===== config.mk =====
export PLATFORM = sky130hd
export DESIGN_NAME = gpcn_port
export DESIGN_NICKNAME = d
export VERILOG_FILES = /design/src/gpcn_pkg.sv /design/src/gpcn_port.sv /design/src/gpcn_sync3.sv
export SDC_FILE = /design/constraint.sdc
export NUM_CORES = 1
export LEC_CHECK = 0
export BUFFER_PORTS_ARGS = -buffer_cell sky130_fd_sc_hd__clkbuf_2
export CORE_MARGIN = 10
export CORE_UTILIZATION = 50
export DETAILED_ROUTE_END_ITERATION = 10
export PLACE_DENSITY = 0.75
export SYNTH_ARGS = -nofsm -noshare
export SYNTH_HDL_FRONTEND = slang
export SYNTH_HIERARCHICAL = 1
export SYNTH_SLANG_ARGS = --single-unit

===== constraint.sdc =====
create_clock -name clk -period 1.5 [get_ports clk]
set_clock_uncertainty 0.2 [all_clocks]
set_input_delay 0.3 -clock clk [delete_from_list [all_inputs] [get_ports clk]]
set_output_delay 0.3 -clock clk [all_outputs]
set_load 0.1 [all_outputs]

===== src/gpcn_pkg.sv =====
// constants shared by the gpio port with change notification
package gpcn_pkg;
    localparam int unsigned ADDR_W      = 8;          // register address width
    localparam int unsigned DATA_W      = 16;         // register data width
    localparam int unsigned CN_LO_W     = 16;         // change bits in the low enable reg
    // register byte offsets
    localparam logic [7:0]  OFF_DIR     = 8'h00;      // direction_reg
    localparam logic [7:0]  OFF_LAT     = 8'h04;      // output_latch_reg
    localparam logic [7:0]  OFF_PIN     = 8'h08;      // pin_value_reg
    localparam logic [7:0]  OFF_ODC     = 8'h0c;      // open_drain_ctrl_reg
    localparam logic [7:0]  OFF_ANA     = 8'h10;      // analog_pin_config_reg
    localparam logic [7:0]  OFF_CNEN_LO = 8'h14;      // change_irq_enable_lo
    localparam logic [7:0]  OFF_CNEN_HI = 8'h18;      // change_irq_enable_hi
    localparam logic [7:0]  OFF_PU_LO   = 8'h1c;      // pullup_enable_lo
    localparam logic [7:0]  OFF_PU_HI   = 8'h20;      // pullup_enable_hi
    // values after reset
    localparam logic [15:0] RST_DIR     = 16'hffff;   // every pin an input
    localparam logic [15:0] RST_LAT     = 16'h0000;   // latch cleared
    localparam logic [15:0] RST_ODC     = 16'h0000;   // push-pull
    localparam logic [15:0] RST_ANA     = 16'h0000;   // analog pins start analog
    localparam logic [15:0] RST_CNEN    = 16'h0000;   // no change interrupts
    localparam logic [15:0] RST_PU      = 16'h0000;   // pull-ups off
    // read lag of the register port in cycles
    localparam int unsigned RD_LAG      = 1;          // data one cycle after strobe
endpackage : gpcn_pkg


===== src/gpcn_port.sv =====
// shared gpio port with peripheral override, open drain, analog and change notify
//
// Implementation choices: the register addresses and the strobed register port.
`timescale 1ns/1ns
module gpcn_port #(
    parameter int unsigned      PORT_W      = 16,      // pins in this port
    parameter logic [15:0]      IMPL_MASK   = 16'hffff, // implemented pins
    parameter logic [15:0]      ANALOG_MASK = 16'h00ff, // pins with analog function
    parameter int unsigned      CN_W        = 21,      // change notify pins
    parameter int unsigned      REMAP_W     = 26       // remappable pins
) (
    input  wire logic                          clk,          // system clock 250 MHz
    input  wire logic                          rst_n,        // async reset, active low
    input  wire logic [gpcn_pkg::ADDR_W-1:0]   addr,         // register byte address
    input  wire logic [gpcn_pkg::DATA_W-1:0]   wdata,        // write data
    input  wire logic                          wr,           // write strobe
    input  wire logic                          rd,           // read strobe
    output logic      [gpcn_pkg::DATA_W-1:0]   rdata,        // read data, cycle after rd
    input  wire logic [PORT_W-1:0]             pad_in,       // pin levels
    output logic      [PORT_W-1:0]             pad_out,      // pin output value
    output logic      [PORT_W-1:0]             pad_oe,       // pin driver enable
    input  wire logic [PORT_W-1:0]             periph_drive, // peripheral enabled, driving
    input  wire logic [PORT_W-1:0]             periph_out,   // peripheral output value
    output logic      [PORT_W-1:0]             periph_in,    // pin level to peripheral
    output logic      [PORT_W-1:0]             adc_conn,     // pin routed to converter
    input  wire logic [CN_W-1:0]               change_notify_input, // change pins
    output logic      [CN_W-1:0]               pullup_en,    // weak pull-up enables
    output logic                               change_irq    // change interrupt pulse
);
    localparam logic [PORT_W-1:0] IMPL = IMPL_MASK[PORT_W-1:0]; // valid pins
    localparam logic [PORT_W-1:0] ANAM = ANALOG_MASK[PORT_W-1:0] & IMPL; // analog pins
    localparam int unsigned       CN_HI_W = CN_W - gpcn_pkg::CN_LO_W; // high enable bits

    // registers
    logic [PORT_W-1:0]  dir_q;          // direction_reg
    logic [PORT_W-1:0]  lat_q;          // output_latch_reg
    logic [PORT_W-1:0]  odc_q;          // open_drain_ctrl_reg
    logic [PORT_W-1:0]  ana_q;          // analog_pin_config_reg, 0 = analog
    logic [CN_W-1:0]    cnen_q;         // change_irq_enable lo and hi
    logic [CN_W-1:0]    pu_q;           // pullup_enable lo and hi
    logic [PORT_W-1:0]  pin_sync;       // synchronised pin levels
    logic [CN_W-1:0]    cn_sync;        // synchronised change pins
    logic [CN_W-1:0]    cn_prev_q;      // previous change sample
    logic               cn_armed_q;     // previous sample is valid
    logic [PORT_W-1:0]  remap_ok;       // pins a peripheral may take
    logic [PORT_W-1:0]  own_periph;     // peripheral owns the driver
    logic [PORT_W-1:0]  port_drive;     // port logic drives the pin
    logic [PORT_W-1:0]  analog_mode;    // pin in analog mode
    logic [PORT_W-1:0]  pin_read;       // pin value as software sees it
    logic [PORT_W-1:0]  drv_val;        // selected output value
    logic [PORT_W-1:0]  drv_en;         // selected driver enable
    logic [PORT_W-1:0]  pad_out_d;      // next pad_out
    logic [PORT_W-1:0]  pad_oe_d;       // next pad_oe
    logic [CN_W-1:0]    cn_event;       // enabled mismatches this cycle
    logic [gpcn_pkg::DATA_W-1:0] rdata_d; // next read data
    logic [PORT_W-1:0]  wval;           // write data cut to the port

    assign wval = wdata[PORT_W-1:0] & IMPL; // only implemented bits store

    // pin and change input synchronisers
    gpcn_sync3 #(.W(PORT_W)) u_pin_sync (
        .clk      (clk),
        .rst_n    (rst_n),
        .async_in (pad_in),
        .stable_q (pin_sync)
    );

    gpcn_sync3 #(.W(CN_W)) u_cn_sync (
        .clk      (clk),
        .rst_n    (rst_n),
        .async_in (change_notify_input),
        .stable_q (cn_sync)
    );

    // direction register, inputs after reset
    always_ff @(posedge clk or negedge rst_n) begin
        if (!rst_n) begin
            dir_q <= gpcn_pkg::RST_DIR[PORT_W-1:0] & IMPL;
        end else if (wr && addr == gpcn_pkg::OFF_DIR) begin
            dir_q <= wval;
        end
    end

    // output latch, written through latch or pin register
    always_ff @(posedge clk or negedge rst_n) begin
        if (!rst_n) begin
            lat_q <= gpcn_pkg::RST_LAT[PORT_W-1:0];
        end else if (wr && (addr == gpcn_pkg::OFF_LAT || addr == gpcn_pkg::OFF_PIN)) begin
            lat_q <= wval;
        end
    end

    // open-drain control
    always_ff @(posedge clk or negedge rst_n) begin
        if (!rst_n) begin
            odc_q <= gpcn_pkg::RST_ODC[PORT_W-1:0];
        end else if (wr && addr == gpcn_pkg::OFF_ODC) begin
            odc_q <= wval;
        end
    end

    // analog configuration, zero selects analog
    always_ff @(posedge clk or negedge rst_n) begin
        if (!rst_n) begin
            ana_q <= gpcn_pkg::RST_ANA[PORT_W-1:0];
        end else if (wr && addr == gpcn_pkg::OFF_ANA) begin
            ana_q <= wdata[PORT_W-1:0] & ANAM;
        end
    end

    // change enables, split over two registers
    always_ff @(posedge clk or negedge rst_n) begin
        if (!rst_n) begin
            cnen_q <= {CN_W{1'b0}};
        end else if (wr && addr == gpcn_pkg::OFF_CNEN_LO) begin
            cnen_q[gpcn_pkg::CN_LO_W-1:0] <= wdata;
        end else if (wr && addr == gpcn_pkg::OFF_CNEN_HI) begin
            cnen_q[CN_W-1:gpcn_pkg::CN_LO_W] <= wdata[CN_HI_W-1:0];
        end
    end

    // pull-up enables, split over two registers
    always_ff @(posedge clk or negedge rst_n) begin
        if (!rst_n) begin
            pu_q <= {CN_W{1'b0}};
        end else if (wr && addr == gpcn_pkg::OFF_PU_LO) begin
            pu_q[gpcn_pkg::CN_LO_W-1:0] <= wdata;
        end else if (wr && addr == gpcn_pkg::OFF_PU_HI) begin
            pu_q[CN_W-1:gpcn_pkg::CN_LO_W] <= wdata[CN_HI_W-1:0];
        end
    end

    assign pullup_en = pu_q;

    // per-pin ownership and driver selection
    genvar gi;
    generate
        for (gi = 0; gi < PORT_W; gi++) begin : g_pin
            // only remappable pins can be taken by a peripheral
            assign remap_ok[gi]    = (gi < REMAP_W);
            // idle or input-only peripheral leaves the pin to the port
            assign own_periph[gi]  = periph_drive[gi] & remap_ok[gi] & IMPL[gi];
            assign port_drive[gi]  = ~own_periph[gi] & ~dir_q[gi] & IMPL[gi];
            assign drv_val[gi]     = own_periph[gi] ? periph_out[gi] : lat_q[gi];
            assign drv_en[gi]      = own_periph[gi] | port_drive[gi];
            // open drain drives low only, a high floats
            assign pad_out_d[gi]   = odc_q[gi] ? 1'b0 : drv_val[gi];
            assign pad_oe_d[gi]    = drv_en[gi] & ~(odc_q[gi] & drv_val[gi]);
            assign analog_mode[gi] = ANAM[gi] & ~ana_q[gi];
            // converter sees the pin only in analog mode
            assign adc_conn[gi]    = analog_mode[gi];
            assign pin_read[gi]    = pin_sync[gi] & ~analog_mode[gi] & IMPL[gi];
            // block own port output from feeding the peripheral
            assign periph_in[gi]   = pin_sync[gi] & ~port_drive[gi] & IMPL[gi];
        end
    endgenerate

    // pad outputs from flip-flops
    always_ff @(posedge clk or negedge rst_n) begin
        if (!rst_n) begin
            pad_out <= '0;
            pad_oe  <= '0;
        end else begin
            pad_out <= pad_out_d;
            pad_oe  <= pad_oe_d;
        end
    end

    // change detection against the previous sample
    assign cn_event = (cn_sync ^ cn_prev_q) & cnen_q & {CN_W{cn_armed_q}};

    // the reference only moves with the clock, so a change made while
    // clocks are stopped is still caught, as a mismatch after the fourth edge once it clears the synchroniser
    always_ff @(posedge clk or negedge rst_n) begin
        if (!rst_n) begin
            cn_prev_q  <= {CN_W{1'b0}};
            cn_armed_q <= 1'b0;
        end else begin
            cn_prev_q  <= cn_sync;
            cn_armed_q <= 1'b1;
        end
    end

    // shared change interrupt, one pulse per cycle with any event
    always_ff @(posedge clk or negedge rst_n) begin
        if (!rst_n) begin
            change_irq <= 1'b0;
        end else begin
            change_irq <= |cn_event;
        end
    end

    // read decode, unmapped reads zero
    always_comb begin
        rdata_d = '0;
        unique case (addr)
            gpcn_pkg::OFF_DIR:     rdata_d[PORT_W-1:0] = dir_q & IMPL;
            gpcn_pkg::OFF_LAT:     rdata_d[PORT_W-1:0] = lat_q;
            gpcn_pkg::OFF_PIN:     rdata_d[PORT_W-1:0] = pin_read;
            gpcn_pkg::OFF_ODC:     rdata_d[PORT_W-1:0] = odc_q;
            gpcn_pkg::OFF_ANA:     rdata_d[PORT_W-1:0] = ana_q;
            gpcn_pkg::OFF_CNEN_LO: rdata_d = cnen_q[gpcn_pkg::CN_LO_W-1:0];
            gpcn_pkg::OFF_CNEN_HI: rdata_d[CN_HI_W-1:0] = cnen_q[CN_W-1:gpcn_pkg::CN_LO_W];
            gpcn_pkg::OFF_PU_LO:   rdata_d = pu_q[gpcn_pkg::CN_LO_W-1:0];
            gpcn_pkg::OFF_PU_HI:   rdata_d[CN_HI_W-1:0] = pu_q[CN_W-1:gpcn_pkg::CN_LO_W];
            default:               rdata_d = '0;           // unmapped
        endcase
    end

    // read data held only in the cycle after the strobe
    always_ff @(posedge clk or negedge rst_n) begin
        if (!rst_n) begin
            rdata <= '0;
        end else if (rd) begin
            rdata <= rdata_d;
        end else begin
            rdata <= '0;
        end
    end

    // checks

    // taken pin: enable follows the peripheral
    a_periph_owns_pin: assert property (@(posedge clk) disable iff (!rst_n)
        own_periph[0] |=> pad_oe[0] == ~($past(odc_q[0]) & $past(periph_out[0])))
        else $error("peripheral drive not on pad");

    // taken pin still reads back
    a_periph_pin_read: assert property (@(posedge clk) disable iff (!rst_n)
        own_periph[0] |-> periph_in[0] == pin_sync[0])
        else $error("taken pin not readable");

    // idle peripheral leaves the latch on the pad
    a_idle_periph_port: assert property (@(posedge clk) disable iff (!rst_n)
        (!periph_drive[0] && !dir_q[0] && !odc_q[0])
        |=> pad_oe[0] && pad_out[0] == $past(lat_q[0]))
        else $error("port not driving idle pin");

    // own output kept off the peripheral input
    a_no_loop_through: assert property (@(posedge clk) disable iff (!rst_n)
        port_drive[0] |-> !periph_in[0])
        else $error("port output looped to peripheral");

    // input pin is not driven
    a_input_no_drive: assert property (@(posedge clk) disable iff (!rst_n)
        (dir_q[0] && !periph_drive[0]) |=> !pad_oe[0])
        else $error("input pin driven");

    // direction write lands
    a_dir_write: assert property (@(posedge clk) disable iff (!rst_n)
        (wr && addr == gpcn_pkg::OFF_DIR) |=> dir_q == $past(wval))
        else $error("direction write lost");

    // released reset leaves every pin an input
    a_reset_inputs: assert property (@(posedge clk)
        $rose(rst_n) |-> dir_q == (gpcn_pkg::RST_DIR[PORT_W-1:0] & IMPL) && pad_oe == '0)
        else $error("pins not inputs after reset");

    // latch reads back what was written
    a_latch_readback: assert property (@(posedge clk) disable iff (!rst_n)
        (wr && addr == gpcn_pkg::OFF_LAT) ##[1:2] (rd && addr == gpcn_pkg::OFF_LAT && !wr)
        |=> rdata[PORT_W-1:0] == $past(lat_q))
        else $error("latch read mismatch");

    // read data only in the cycle after a strobe
    a_rdata_idle: assert property (@(posedge clk) disable iff (!rst_n)
        !rd |=> rdata == '0)
        else $error("read data outside its cycle");

    // pin register write goes to the latch
    a_pin_write_latch: assert property (@(posedge clk) disable iff (!rst_n)
        (wr && addr == gpcn_pkg::OFF_PIN) |=> lat_q == $past(wval))
        else $error("pin write missed latch");

    // missing pins read zero
    a_unimpl_zero: assert property (@(posedge clk) disable iff (!rst_n)
        (rd && (addr == gpcn_pkg::OFF_DIR || addr == gpcn_pkg::OFF_LAT
            || addr == gpcn_pkg::OFF_PIN)) |=> (rdata[PORT_W-1:0] & ~IMPL) == '0)
        else $error("unimplemented bit read high");

    // analog pins read low
    a_analog_reads_low: assert property (@(posedge clk) disable iff (!rst_n)
        (rd && addr == gpcn_pkg::OFF_PIN) |=> (rdata[PORT_W-1:0] & $past(analog_mode)) == '0)
        else $error("analog pin read high");

    // open drain never drives high
    a_open_drain_high: assert property (@(posedge clk) disable iff (!rst_n)
        (odc_q[0] && drv_val[0]) |=> !pad_oe[0] && !pad_out[0])
        else $error("open drain drove high");

    // open-drain write lands
    a_odc_write: assert property (@(posedge clk) disable iff (!rst_n)
        (wr && addr == gpcn_pkg::OFF_ODC) |=> odc_q == $past(wval))
        else $error("open drain write lost");

    // analog config keeps only analog pins
    a_analog_write: assert property (@(posedge clk) disable iff (!rst_n)
        (wr && addr == gpcn_pkg::OFF_ANA) |=> ana_q == ($past(wdata[PORT_W-1:0]) & ANAM))
        else $error("analog config write lost");

    // digital pin not routed to converter
    a_digital_no_adc: assert property (@(posedge clk) disable iff (!rst_n)
        (ana_q[0] || !ANAM[0]) |-> !adc_conn[0])
        else $error("digital pin fed converter");

    // enabled mismatch raises the pulse
    a_change_irq: assert property (@(posedge clk) disable iff (!rst_n)
        (cn_armed_q && |((cn_sync ^ cn_prev_q) & cnen_q)) |=> change_irq)
        else $error("change not flagged");

    // no change, no pulse
    a_no_spurious_irq: assert property (@(posedge clk) disable iff (!rst_n)
        (cn_sync == cn_prev_q) |=> !change_irq)
        else $error("spurious change irq");

    // high change enables land in the upper bits
    a_cn_hi_write: assert property (@(posedge clk) disable iff (!rst_n)
        (wr && addr == gpcn_pkg::OFF_CNEN_HI)
        |=> cnen_q[CN_W-1:gpcn_pkg::CN_LO_W] == $past(wdata[CN_HI_W-1:0]))
        else $error("change enable write lost");

    // low pull-up write reaches the pull-up pins
    a_pullup_write: assert property (@(posedge clk) disable iff (!rst_n)
        (wr && addr == gpcn_pkg::OFF_PU_LO)
        |=> pullup_en[gpcn_pkg::CN_LO_W-1:0] == $past(wdata))
        else $error("pull-up write lost");
endmodule : gpcn_port


===== src/gpcn_sync3.sv =====
// three-flop input synchroniser with agreement filter
`timescale 1ns/1ns
module gpcn_sync3 #(
    parameter int unsigned W = 1                       // number of bits
) (
    input  wire logic         clk,                     // system clock
    input  wire logic         rst_n,                   // async reset, active low
    input  wire logic [W-1:0] async_in,                // level from outside the domain
    output logic      [W-1:0] stable_q                 // filtered synchronous level
);
    logic [W-1:0] s1_q;                                // first stage, read only by s2
    logic [W-1:0] s2_q;                                // second stage
    logic [W-1:0] s3_q;                                // third stage

    // shift chain
    always_ff @(posedge clk or negedge rst_n) begin
        if (!rst_n) begin
            s1_q <= '0;
            s2_q <= '0;
            s3_q <= '0;
        end else begin
            s1_q <= async_in;
            s2_q <= s1_q;
            s3_q <= s2_q;
        end
    end

    // accept a new level per bit once stages two and three agree
    always_ff @(posedge clk or negedge rst_n) begin
        if (!rst_n) begin
            stable_q <= '0;
        end else begin
            stable_q <= (s2_q & ~(s2_q ^ s3_q)) | (stable_q & (s2_q ^ s3_q));
        end
    end
endmodule : gpcn_sync3


==> results by group, run 1 <==
STA
  • Max-slew violation count: 0
  • Setup_tns: -18.21 ns
  • Final hold vios: 0
  • RSZ-0062 raised after global routing: yes
  • Tmin final: 1.93 ns
  • Fmax: 0.518 GHz
  • Final worst-path cycle share: 129%
  • Final setup viols: 115
  • Final worst slack: -0.429 ns
  • Worst Hold Slack: 0.00851 ns

Clock tree
  • CTS tree: built
  • Clk slew on worst S/H paths: 0.07 ns
  • CTS Sinks: 317
  • Root Driver: clkbuf_16
  • Worst-Skew Late Latency: 0.55 ns
  • Clock buffer depth: 3
  • H-tree depth: 1
  • Cts bufs inserted: 31

Place
  • DP HPWL: 21500 um
  • Placed Cells: 1341
  • PortBufs: 190
  • DP Worst Slack: -0.608 ns
  • Routability cong.: 0.878

Global route
  • GR met1 Demand/Resource: 26.5%
  • Vias in the first global route: 8776
  • First-pass GRT wire length: 50700 um
  • GRT met3 Usage: 4.66%
  • Grt ovf: 0
  • GRT Overall Usage: 20.9%
  • Pin count of the biggest net entering global routing: 55
  • GRT met2 Usage: 35.8%
  • Antenna violations before repair: 0
  • Layer with the highest usage: met2

Detailed routing
  • Via Count: 8013
  • Post-route DRC: 0
  • Post-Route WL: 32900 um
  • TritonRoute pass-1 iters: 5
  • Post-route ant nets: 0
  • Drt via density: 5.25
  • WL per Instance: 21.6 um
  • 1st-iter DRT viols: 672

Logic synthesis
  • Number of synthesized register bits: 317
  • Most area-consuming cells after synthesis: dfrtp_1 (64%), mux2_2 (10%), dfstp_2 (3.5%), maj3_2 (3.5%), mux2i_1 (2.2%)
  • Avg Synthesized Cell Area: 15.3 sq um
  • Ys async rst share: 100%
  • Top_reg_cell synth: dfrtp_1
  • Area fraction of the dominant cell type after synthesis: 63.6%
  • Mapped cell area: 11800 sq um
  • Post-synth EDFFs: 0
  • Sequential fraction of the synthesis area: 67.1%
  • Cells after Synth: 774
  • Library cells used by synthesis: 50
  • Synth warnings: 6
  • Post-synth top area cell: dfrtp_1

Worst setup path
  • CP endpoint kind: output port
  • CP startpoint kind: flip-flop
  • CP arrival: 1.43 ns
  • Req. time, crit path: 1.00 ns
  • CP Class: flip-flop to output port
  • Worst R2R End: change_irq$_DFF_PN0_
  • Reg2Reg Depth: 4
  • Internal reg-to-reg setup slack: -0.12 ns
  • Worst-path fanout max: 2

Die
  • Die area: 30200 sq um
  • Initial Util: 50.6%
  • Die Height: 174 um
  • DIE WIDTH: 174 um
  • # rows: 56
  • IO Pins: 199
  • Core area: 23400 sq um

Flow run
  • # Max-Cap Violations: 0

Layout
  • Share of cells above drive strength 1: 51.1%
  • Most frequent cells in the layout: dfrtp_1 (283), buf_4 (106), buf_12 (106)
  • Layout Cells excl Fill: 1526
  • Area Growth Syn to Fin: 50.9%
  • Most common cell after layout, fill and taps aside: dfrtp_1
  • Final #Nets: 1280
  • Antenna cells: 0

Run status
  • Failing checks: setup timing
  • Status: complete, but fails checks

Power
  • Leak: 8.33 nW
  • PnR Total Power: 20.9 mW
  • Pwr Density: 1170 nW/um^2
  • Peak supply drop: 0.943 mV

Worst hold path
  • Min-delay worst type: input pin to asynchronous set/reset pin
worst max-delay path, stage by stage (launching register included):
cell and delay (ns):
dfstp_2 0.57, o21a_4 0.14, buf_12 0.16
through the flow:
step,cell area [sq um],utilization [%]
after floorplan,12100,-
after CTS,17600,75.2
after global placement,15400,65.7
final,17900,76.4
after detailed placement,15400,65.7
after global routing,17900,76.4
synth_stat cells, drive strengths merged, types with 2 or more instances:
cell / count
dfrtp: 301
mux2: 120
maj3: 37
nor2: 29
a21oi: 27
mux2i: 26
buf: 23
inv: 23
xor2: 21
nor2b: 19
dfstp: 16
o21a: 16
a32oi: 15
a22oi: 14
nand3: 13
a22o: 11
clkbuf: 11
a21o: 7
nand2: 5
o21ai: 5
nor4: 4
and3: 3
nand4: 3
o2bb2ai: 3
a31oi: 2
conb: 2
mux4: 2
nor3: 2
or4: 2
power breakdown:
part	total (mW)	internal, mW	leakage, nW	switching [mW]
combinational	3.42	1.46	3.99	1.96
sequential	9.49	9.08	3.83	0.406
clock	7.95	4.73	0.509	3.23
cell type report:
type | count | area [sq um]
flip-flops and latches | 317 | 7980
fillers | 1357 | 5530
repair buffers | 402 | 4400
multi-input cells | 408 | 3960
clock buffers | 41 | 863
well taps | 319 | 399
clock inverters | 16 | 193
inverters | 23 | 86.3
how the worst max path moves through the flow:
stage | slack, ns | cells after the start | start | endpoint
3_5_place_dp | -0.61 | 6 | addr[1] | pullup_en[19]$_DFFE_PN0P_
3_3_place_gp | -0.56 | 6 | addr[3] | pullup_en[17]$_DFFE_PN0P_
5_1_grt | -0.45 | 2 | dir_q[3]$_DFFE_PN1P_ | periph_in[3]
6_report | -0.43 | 2 | dir_q[2]$_DFFE_PN1P_ | periph_in[2]
2_1_floorplan | -0.61 | 6 | addr[3] | pullup_en[16]$_DFFE_PN0P_
4_1_cts | -0.44 | 2 | dir_q[2]$_DFFE_PN1P_ | periph_in[2]
kinds of logic after synthesis:
kind of cell / count (synthesis) / synth area share (%)
AOI/OAI and AO/OA: 105 / 6.41
xor gates and xnor gates: 21 / 1.55
adders and majority gates: 37 / 3.52
buffers and inverters: 57 / 2.50
DFF: 317 / 67.1
muxes: 148 / 14.5
other: 2 / 0.0634
and+or+nand+nor: 87 / 4.36
what timing repair did:
| item | CTS | global route |
|---|---|---|
| pin swaps | 20 | 13 |
| cloned | 0 | 2 |
| endpoints found under the hold margin | 487 | 0 |
| hold buffers | 87 | 0 |
| gates resized for setup | 21 | 39 |
| buffers inserted | 31 | 9 |
| setup endpoints to repair | 107 | 168 |
metal layers:
metal / part of all wire (%) / up-vias
li1: - / 3554
met3: 6.7 / 65
met5: 0 / -
met1: 40 / 4084
met4: 2.2 / 0
met2: 51 / 310
Note: power is estimated with default switching activity, not from simulation.
==> inputs of run 2 (changes only) <==
--- a/config.mk
+++ b/config.mk
@@ -7,9 +7,10 @@
 export LEC_CHECK = 0
 export BUFFER_PORTS_ARGS = -buffer_cell sky130_fd_sc_hd__clkbuf_2
 export CORE_MARGIN = 10
-export CORE_UTILIZATION = 50
+export CORE_UTILIZATION = 52
+export CTS_BUF_LIST = sky130_fd_sc_hd__clkbuf_2
 export DETAILED_ROUTE_END_ITERATION = 10
-export PLACE_DENSITY = 0.75
+export PLACE_DENSITY = 0.78
 export SYNTH_ARGS = -nofsm -noshare
 export SYNTH_HDL_FRONTEND = slang
 export SYNTH_HIERARCHICAL = 1
==> run 2 against run 1 <==
Effect of this change:
- the flow finishes with violations (hold timing, setup timing)
- utilization rose by 3.6 points
- sequential power barely moved
- non-clock buffer count is 61 higher
- flip-flop and latch count unchanged
- clock power is 27% lower
- critical path type unchanged
- largest cell class unchanged
- largest power group unchanged
- highest routed layer is now met5
==> results by group, run 2 (same netlist as run 1, synthesis figures left out) <==
Run status
  • Status: complete, but fails checks (unchanged)
  • Failing checks: hold timing, setup timing (was setup timing)

Place
  • DP HPWL: 22200 um (was 21500 um)
  • PortBufs: 190 (unchanged)
  • Placed inst area: 15400 sq um (about the same)
  • Routability cong.: 0.914 (was 0.878)

Die
  • Die Height: 171 um (was 174 um)
  • Core area: 22500 sq um (was 23400 sq um)
  • Initial Util: 52.6% (was 50.6%)
  • Die area: 29200 sq um (was 30200 sq um)
  • IO Pins: 199 (unchanged)
  • DIE WIDTH: 171 um (was 174 um)
  • # rows: 55 (was 56)

Detailed routing
  • Post-route DRC: 0 (unchanged)
  • Drt via density: 5.44 (was 5.25)
  • WL per Instance: 22.3 um (was 21.6 um)
  • Post-Route WL: 36600 um (was 32900 um)
  • TritonRoute pass-1 iters: 5 (unchanged)
  • Post-route ant nets: 0 (unchanged)
  • 1st-iter DRT viols: 797 (was 672)
  • Via Count: 8907 (was 8013)

Worst setup path
  • CP startpoint kind: flip-flop (unchanged)
  • Req. time, crit path: 1.00 ns (about the same)
  • CP endpoint kind: output port (unchanged)
  • CP Class: flip-flop to output port (unchanged)
  • CP arrival: 1.77 ns (was 1.43 ns)
  • Worst-path fanout max: 2 (unchanged)

STA
  • Max-slew violation count: 0 (unchanged)
  • Tmin final: 2.27 ns (was 1.93 ns)
  • Final worst-path cycle share: 151% (was 129%)
  • RSZ-0062 raised after global routing: yes (unchanged)
  • Setup_tns: -52.16 ns (was -18.21 ns)
  • Final setup viols: 139 (was 115)
  • Fmax: 0.441 GHz (was 0.518 GHz)
  • Final worst slack: -0.769 ns (was -0.429 ns)
  • Worst Hold Slack: -0.102 ns (was 0.00851 ns)
  • Final hold vios: 8 (was 0)

Global route
  • Pin count of the biggest net entering global routing: 46 (was 55)
  • GRT met3 Usage: 7.56% (was 4.66%)
  • GRT Overall Usage: 24.0% (was 20.9%)
  • Vias in the first global route: 9812 (was 8776)
  • Antenna violations before repair: 2 (was 0)
  • GR met1 Demand/Resource: 27.1% (was 26.5%)
  • Grt ovf: 0 (unchanged)
  • Layer with the highest usage: met2 (unchanged)
  • GRT met2 Usage: 40.6% (was 35.8%)
  • First-pass GRT wire length: 54300 um (was 50700 um)

Layout
  • Post-route cell area: 18000 sq um (was 17900 sq um)
  • Most frequent cells in the layout: dfrtp_1 (283), clkbuf_2 (224), dlygate4sd3_1 (136) (was dfrtp_1 (283), buf_4 (106), buf_12 (106))
  • Most common cell after layout, fill and taps aside: dfrtp_1 (unchanged)
  • Area Growth Syn to Fin: 52.0% (was 50.9%)
  • Share of cells above drive strength 1: 52.0% (was 51.1%)
  • Final #Nets: 1387 (was 1280)

Clock tree
  • Clk slew on worst S/H paths: 0.12 ns (was 0.07 ns)
  • CTS Sinks: 317 (unchanged)
  • CTS tree: built (unchanged)
  • Cts bufs inserted: 78 (was 31)
  • H-tree depth: 3 (was 1)
  • Worst-Skew Late Latency: 0.91 ns (was 0.55 ns)
  • Root Driver: clkbuf_2 (was clkbuf_16)
  • Clock buffer depth: 3 (unchanged)

Worst hold path
  • Min-delay worst type: input pin to flip-flop (was input pin to asynchronous set/reset pin)

Flow run
  • # Max-Cap Violations: 0 (unchanged)

Power
  • Leak: 8.66 nW (was 8.33 nW)
  • Peak supply drop: 0.722 mV (was 0.943 mV)
  • Pwr Density: 1050 nW/um^2 (was 1170 nW/um^2)
## run 2: cell types whose count changed in the layout (fill, tap and decap cells not counted), sizes merged
| cell | change |
|---|---|
| buf | +7 |
| nand3 | -1 |
| clkinvlp | -5 |
| dlymetal6s4s | +2 |
| diode | +2 |
| clkinv | +1 |
| inv | +3 |
| clkbuf | +91 |
| dlygate4sd3 | +49 |
| bufinv | -3 |
## run 2: layer usage
| metal | vias to the layer above | part of all wire [%] | wire, um |
|---|---|---|---|
| li1 | 3823 | - | - |
| met3 | 126 | 8.9 | 3250 |
| met2 | 480 | 51 | 18500 |
| met1 | 4476 | 36 | 13300 |
| met5 | - | 0.038 | 14 |
| met4 | 2 | 4.0 | 1460 |
## run 2: final timing paths
kind                                              start                           end  slack (ns)  depth (start not counted)
setup / recovery                   dir_q[8]$_DFFE_PN1P_                  periph_in[8]       -0.77                          2
hold / removal                                  addr[4]           rdata[11]$_DFF_PN0_       -0.10                          6
setup reg to reg                 cn_prev_q[6]$_DFF_PN0_          change_irq$_DFF_PN0_       -0.16                          4
hold reg to reg            u_cn_sync/s1_q[13]$_DFF_PN0_  u_cn_sync/s2_q[13]$_DFF_PN0_        0.10                          0
max in group asynchronous                         rst_n  u_pin_sync/s3_q[1]$_DFF_PN0_        0.22                          4
min in group asynchronous                         rst_n  u_cn_sync/s2_q[10]$_DFF_PN0_        0.22                          3
## run 2: repair_timing
action	4_1_cts	5_1_grt
pin swaps	19	17
hold buffers	138	6
setup endpoints to repair	97	196
gates resized for setup	25	29
setup buffers	31	10
hold endpoints to repair	500	24
## run 2: worst max-delay path: stages, from the launching register on
cell and delay (ns):
dfstp_2 0.57, o21a_4 0.14, buf_12 0.16
## run 2: metrics by stage
step | worst slack, ns | utilization (%) | std cells | power [mW]
floorplan | -0.609 | - | 781 | 11.3
global placement | -0.556 | 68.3 | 1316 | 12.6
detailed placement | -0.587 | 68.3 | 1316 | 12.7
CTS | -0.794 | 79.1 | 1626 | 18.8
global route | -0.839 | 80.0 | 1637 | 19.7
finish | -0.769 | 80.0 | 1638 | 18.9
## run 2: area by class of cell
class	count	area (sq um)
clock buffers	129	646
fillers	1106	4490
flip-flops and latches	317	7980
diodes	2	5.00
repair buffers	463	4950
clock inverters	12	71.3
multi-input cells	407	3920
inverters	23	86.3
well taps	285	357
## run 2: where the power goes
group,switching (mW),internal (mW),leakage [nW]
Clock,3.44,2.39,0.575
Combinational,2.04,1.56,4.25
Sequential,0.416,9.07,3.83
==> inputs of run 3 (changes only) <==
--- a/config.mk
+++ b/config.mk
@@ -11,6 +11,7 @@
 export CTS_BUF_LIST = sky130_fd_sc_hd__clkbuf_2
 export DETAILED_ROUTE_END_ITERATION = 10
 export PLACE_DENSITY = 0.78
+export SKIP_CTS_REPAIR_TIMING = 1
 export SYNTH_ARGS = -nofsm -noshare
 export SYNTH_HDL_FRONTEND = slang
 export SYNTH_HIERARCHICAL = 1
==> run 3 against run 2 <==
Effect of this change:
- the flow still finishes with violations (hold timing, setup timing)
- register-to-register slack gained 0.04 ns
- die area is the same
- cell area shrank 1.3%
- critical path depth is the same
- clock power shrank 0.9%
- first-iteration DRC count shrank 34%
- global-route usage shrank 3.2 points
- count of clock-buffer cells in the layout is the same
- wire length shrank 5.4%
- fmax grew 0.67%
- worst hold slack gained 0.024 ns
- via count shrank 3.0%
- critical endpoint is now periph_in[2]
- largest power group unchanged
==> results by group, run 3 (same netlist as run 1, synthesis figures left out) <==
Run status
  • Status: complete, but fails checks (unchanged)
  • Failing checks: hold timing, setup timing (unchanged)

STA
  • Final setup viols: 139 (unchanged)
  • RSZ-0062 raised after global routing: yes (unchanged)
  • Worst Hold Slack: -0.0777 ns (was -0.102 ns)
  • Tmin final: 2.25 ns (was 2.27 ns)
  • Max-slew violation count: 0 (unchanged)
  • Final hold vios: 9 (was 8)
  • Final worst-path cycle share: 150% (was 151%)
  • Final worst slack: -0.754 ns (was -0.769 ns)
  • Fmax: 0.444 GHz (was 0.441 GHz)

Clock tree
  • H-tree depth: 3 (unchanged)
  • CTS Sinks: 317 (unchanged)
  • Clock buffer depth: 3 (unchanged)
  • Cts bufs inserted: 78 (unchanged)
  • Root Driver: clkbuf_2 (unchanged)
  • Clk slew on worst S/H paths: 0.11 ns (was 0.12 ns)
  • CTS tree: built (unchanged)
  • Worst-Skew Late Latency: 0.88 ns (was 0.91 ns)

Worst setup path
  • CP arrival: 1.75 ns (was 1.77 ns)
  • CP endpoint kind: output port (unchanged)
  • Critical path buffer and inverter count: 1 (unchanged)
  • Crit-path slowest cell: dfstp_2 (unchanged)
  • Reg2Reg Depth: 4 (unchanged)
  • Critical Path Stages: 2 (unchanged)
  • CP Class: flip-flop to output port (unchanged)
  • Largest stage delay, worst path: 0.60 ns (was 0.57 ns)
  • Req. time, crit path: 1.00 ns (about the same)
  • Critical-path cell list: o21a_4 > buf_12 (unchanged)
  • CP startpoint kind: flip-flop (unchanged)
  • Worst-path fanout max: 4 (was 2)
  • Worst R2R End: change_irq$_DFF_PN0_ (unchanged)
  • Critical path's top delay family: flip-flops (unchanged)
  • Internal reg-to-reg setup slack: -0.12 ns (was -0.16 ns)

Layout
  • Most common cell after layout, fill and taps aside: dfrtp_1 (unchanged)
  • Final Core Density: 79.0% (was 80.0%)
  • Share of cells above drive strength 1: 51.1% (was 52.0%)
  • Most frequent cells in the layout: dfrtp_1 (282), clkbuf_2 (224), dlygate4sd3_1 (136) (was dfrtp_1 (283), clkbuf_2 (224), dlygate4sd3_1 (136))
  • Area Growth Syn to Fin: 50.1% (was 52.0%)
  • Final #Nets: 1368 (was 1387)

Die
  • # rows: 55 (unchanged)
  • Initial Util: 52.6% (unchanged)
  • Core area: 22500 sq um (unchanged)
  • Die Height: 171 um (unchanged)
  • IO Pins: 199 (unchanged)
  • DIE WIDTH: 171 um (unchanged)
  • Die area: 29200 sq um (unchanged)

Detailed routing
  • TritonRoute pass-1 iters: 5 (unchanged)
  • WL per Instance: 21.4 um (was 22.3 um)
  • Drt via density: 5.34 (was 5.44)
  • Post-Route WL: 34600 um (was 36600 um)
  • Via Count: 8640 (was 8907)
  • Post-route ant nets: 0 (unchanged)
  • Post-route DRC: 0 (unchanged)
  • 1st-iter DRT viols: 526 (was 797)

Worst hold path
  • Worst Hold Path Cells: 6 (unchanged)
  • Hold_sp: addr[4] (unchanged)
  • Min-delay worst type: input pin to flip-flop (unchanged)
  • Min-Delay Endpoint: rdata[11]$_DFF_PN0_ (unchanged)

Power
  • Peak supply drop: 0.711 mV (was 0.722 mV)
  • Comb power frac: 18.7% (was 19.0%)
  • PnR Total Power: 18.8 mW (was 18.9 mW)
  • Net Switching: 5.80 mW (was 5.90 mW)
  • Leak: 8.50 nW (was 8.66 nW)
  • Sequential share of power: 50.5% (was 50.1%)
  • Power Internal: 13.0 mW (about the same)
  • Pwr Density: 1060 nW/um^2 (was 1050 nW/um^2)
  • Switch share: 30.9% (was 31.2%)
  • Clk pwr share: 30.8% (was 30.9%)

Global route
  • GRT Overall Usage: 20.8% (was 24.0%)
  • Antenna violations before repair: 1 (was 2)
  • Grt ovf: 0 (unchanged)
  • First-pass GRT wire length: 47000 um (was 54300 um)
  • Pin count of the biggest net entering global routing: 46 (unchanged)
  • Vias in the first global route: 8592 (was 9812)

Place
  • DP HPWL: 22200 um (unchanged)
  • DP Worst Slack: -0.587 ns (unchanged)
  • PortBufs: 190 (unchanged)
  • Routability cong.: 0.914 (unchanged)

Flow run
  • # Max-Cap Violations: 0 (unchanged)
-- run 3: power groups by stage --
| stage | clock network [mW] | registers [mW] | logic (mW) |
|---|---|---|---|
| 2_1_floorplan | 0 | 10.1 | 1.14 |
| 3_3_place_gp | 0 | 9.60 | 3.02 |
| 3_5_place_dp | 0 | 9.63 | 3.07 |
| 4_1_cts | 5.89 | 9.47 | 3.09 |
| 5_1_grt | 6.40 | 9.55 | 3.68 |
| 6_report | 5.79 | 9.49 | 3.51 |
-- run 3: how the worst max path moves through the flow --
stage                                     from                   endpoint
after floorplan                        addr[3]  pullup_en[16]$_DFFE_PN0P_
after global placement                 addr[3]  pullup_en[17]$_DFFE_PN0P_
after detailed placement               addr[5]      lat_q[12]$_DFFE_PN0P_
after CTS                 dir_q[2]$_DFFE_PN1P_               periph_in[2]
after global routing      dir_q[2]$_DFFE_PN1P_               periph_in[2]
final                     dir_q[2]$_DFFE_PN1P_               periph_in[2]
-- run 3: metal layers --
layer | share of wire, % | vias up | GRT usage [%]
li1 | - | 3777 | -
met2 | 51 | 417 | 35.0
met5 | 0 | - | 0
met4 | 3.8 | 0 | 8.20
met3 | 7.7 | 93 | 6.45
met1 | 38 | 4353 | 24.4
-- run 3: cell type report --
cell class,count,area (sq um)
antenna,1,2.50
clock buffer,129,646
clock inverter,12,71.3
fill,1183,4720
inverter,23,86.3
multi-input combinational,407,3850
sequential,317,7980
tap,285,357
timing repair buffer,444,4780
-- run 3: per-stage QoR --
stage	instances	hold slack [ns]	cell area, sq um	TNS (ns)
floorplan	781	-0.196	12100	-20.70
global placement	1316	-0.00870	15400	-52.81
detailed placement	1316	-0.00789	15400	-57.42
CTS	1457	-0.955	16100	-53.51
global route	1618	-0.119	17800	-60.85
finish	1618	-0.0777	17800	-54.81
-- run 3: worst min-delay path, delay by kind of cell --
kind	cells	cell delay (ns)
and+or+nand+nor	3	0.29
buffers and inverters	2	0.24
AOI/OAI and AO/OA	1	0.07
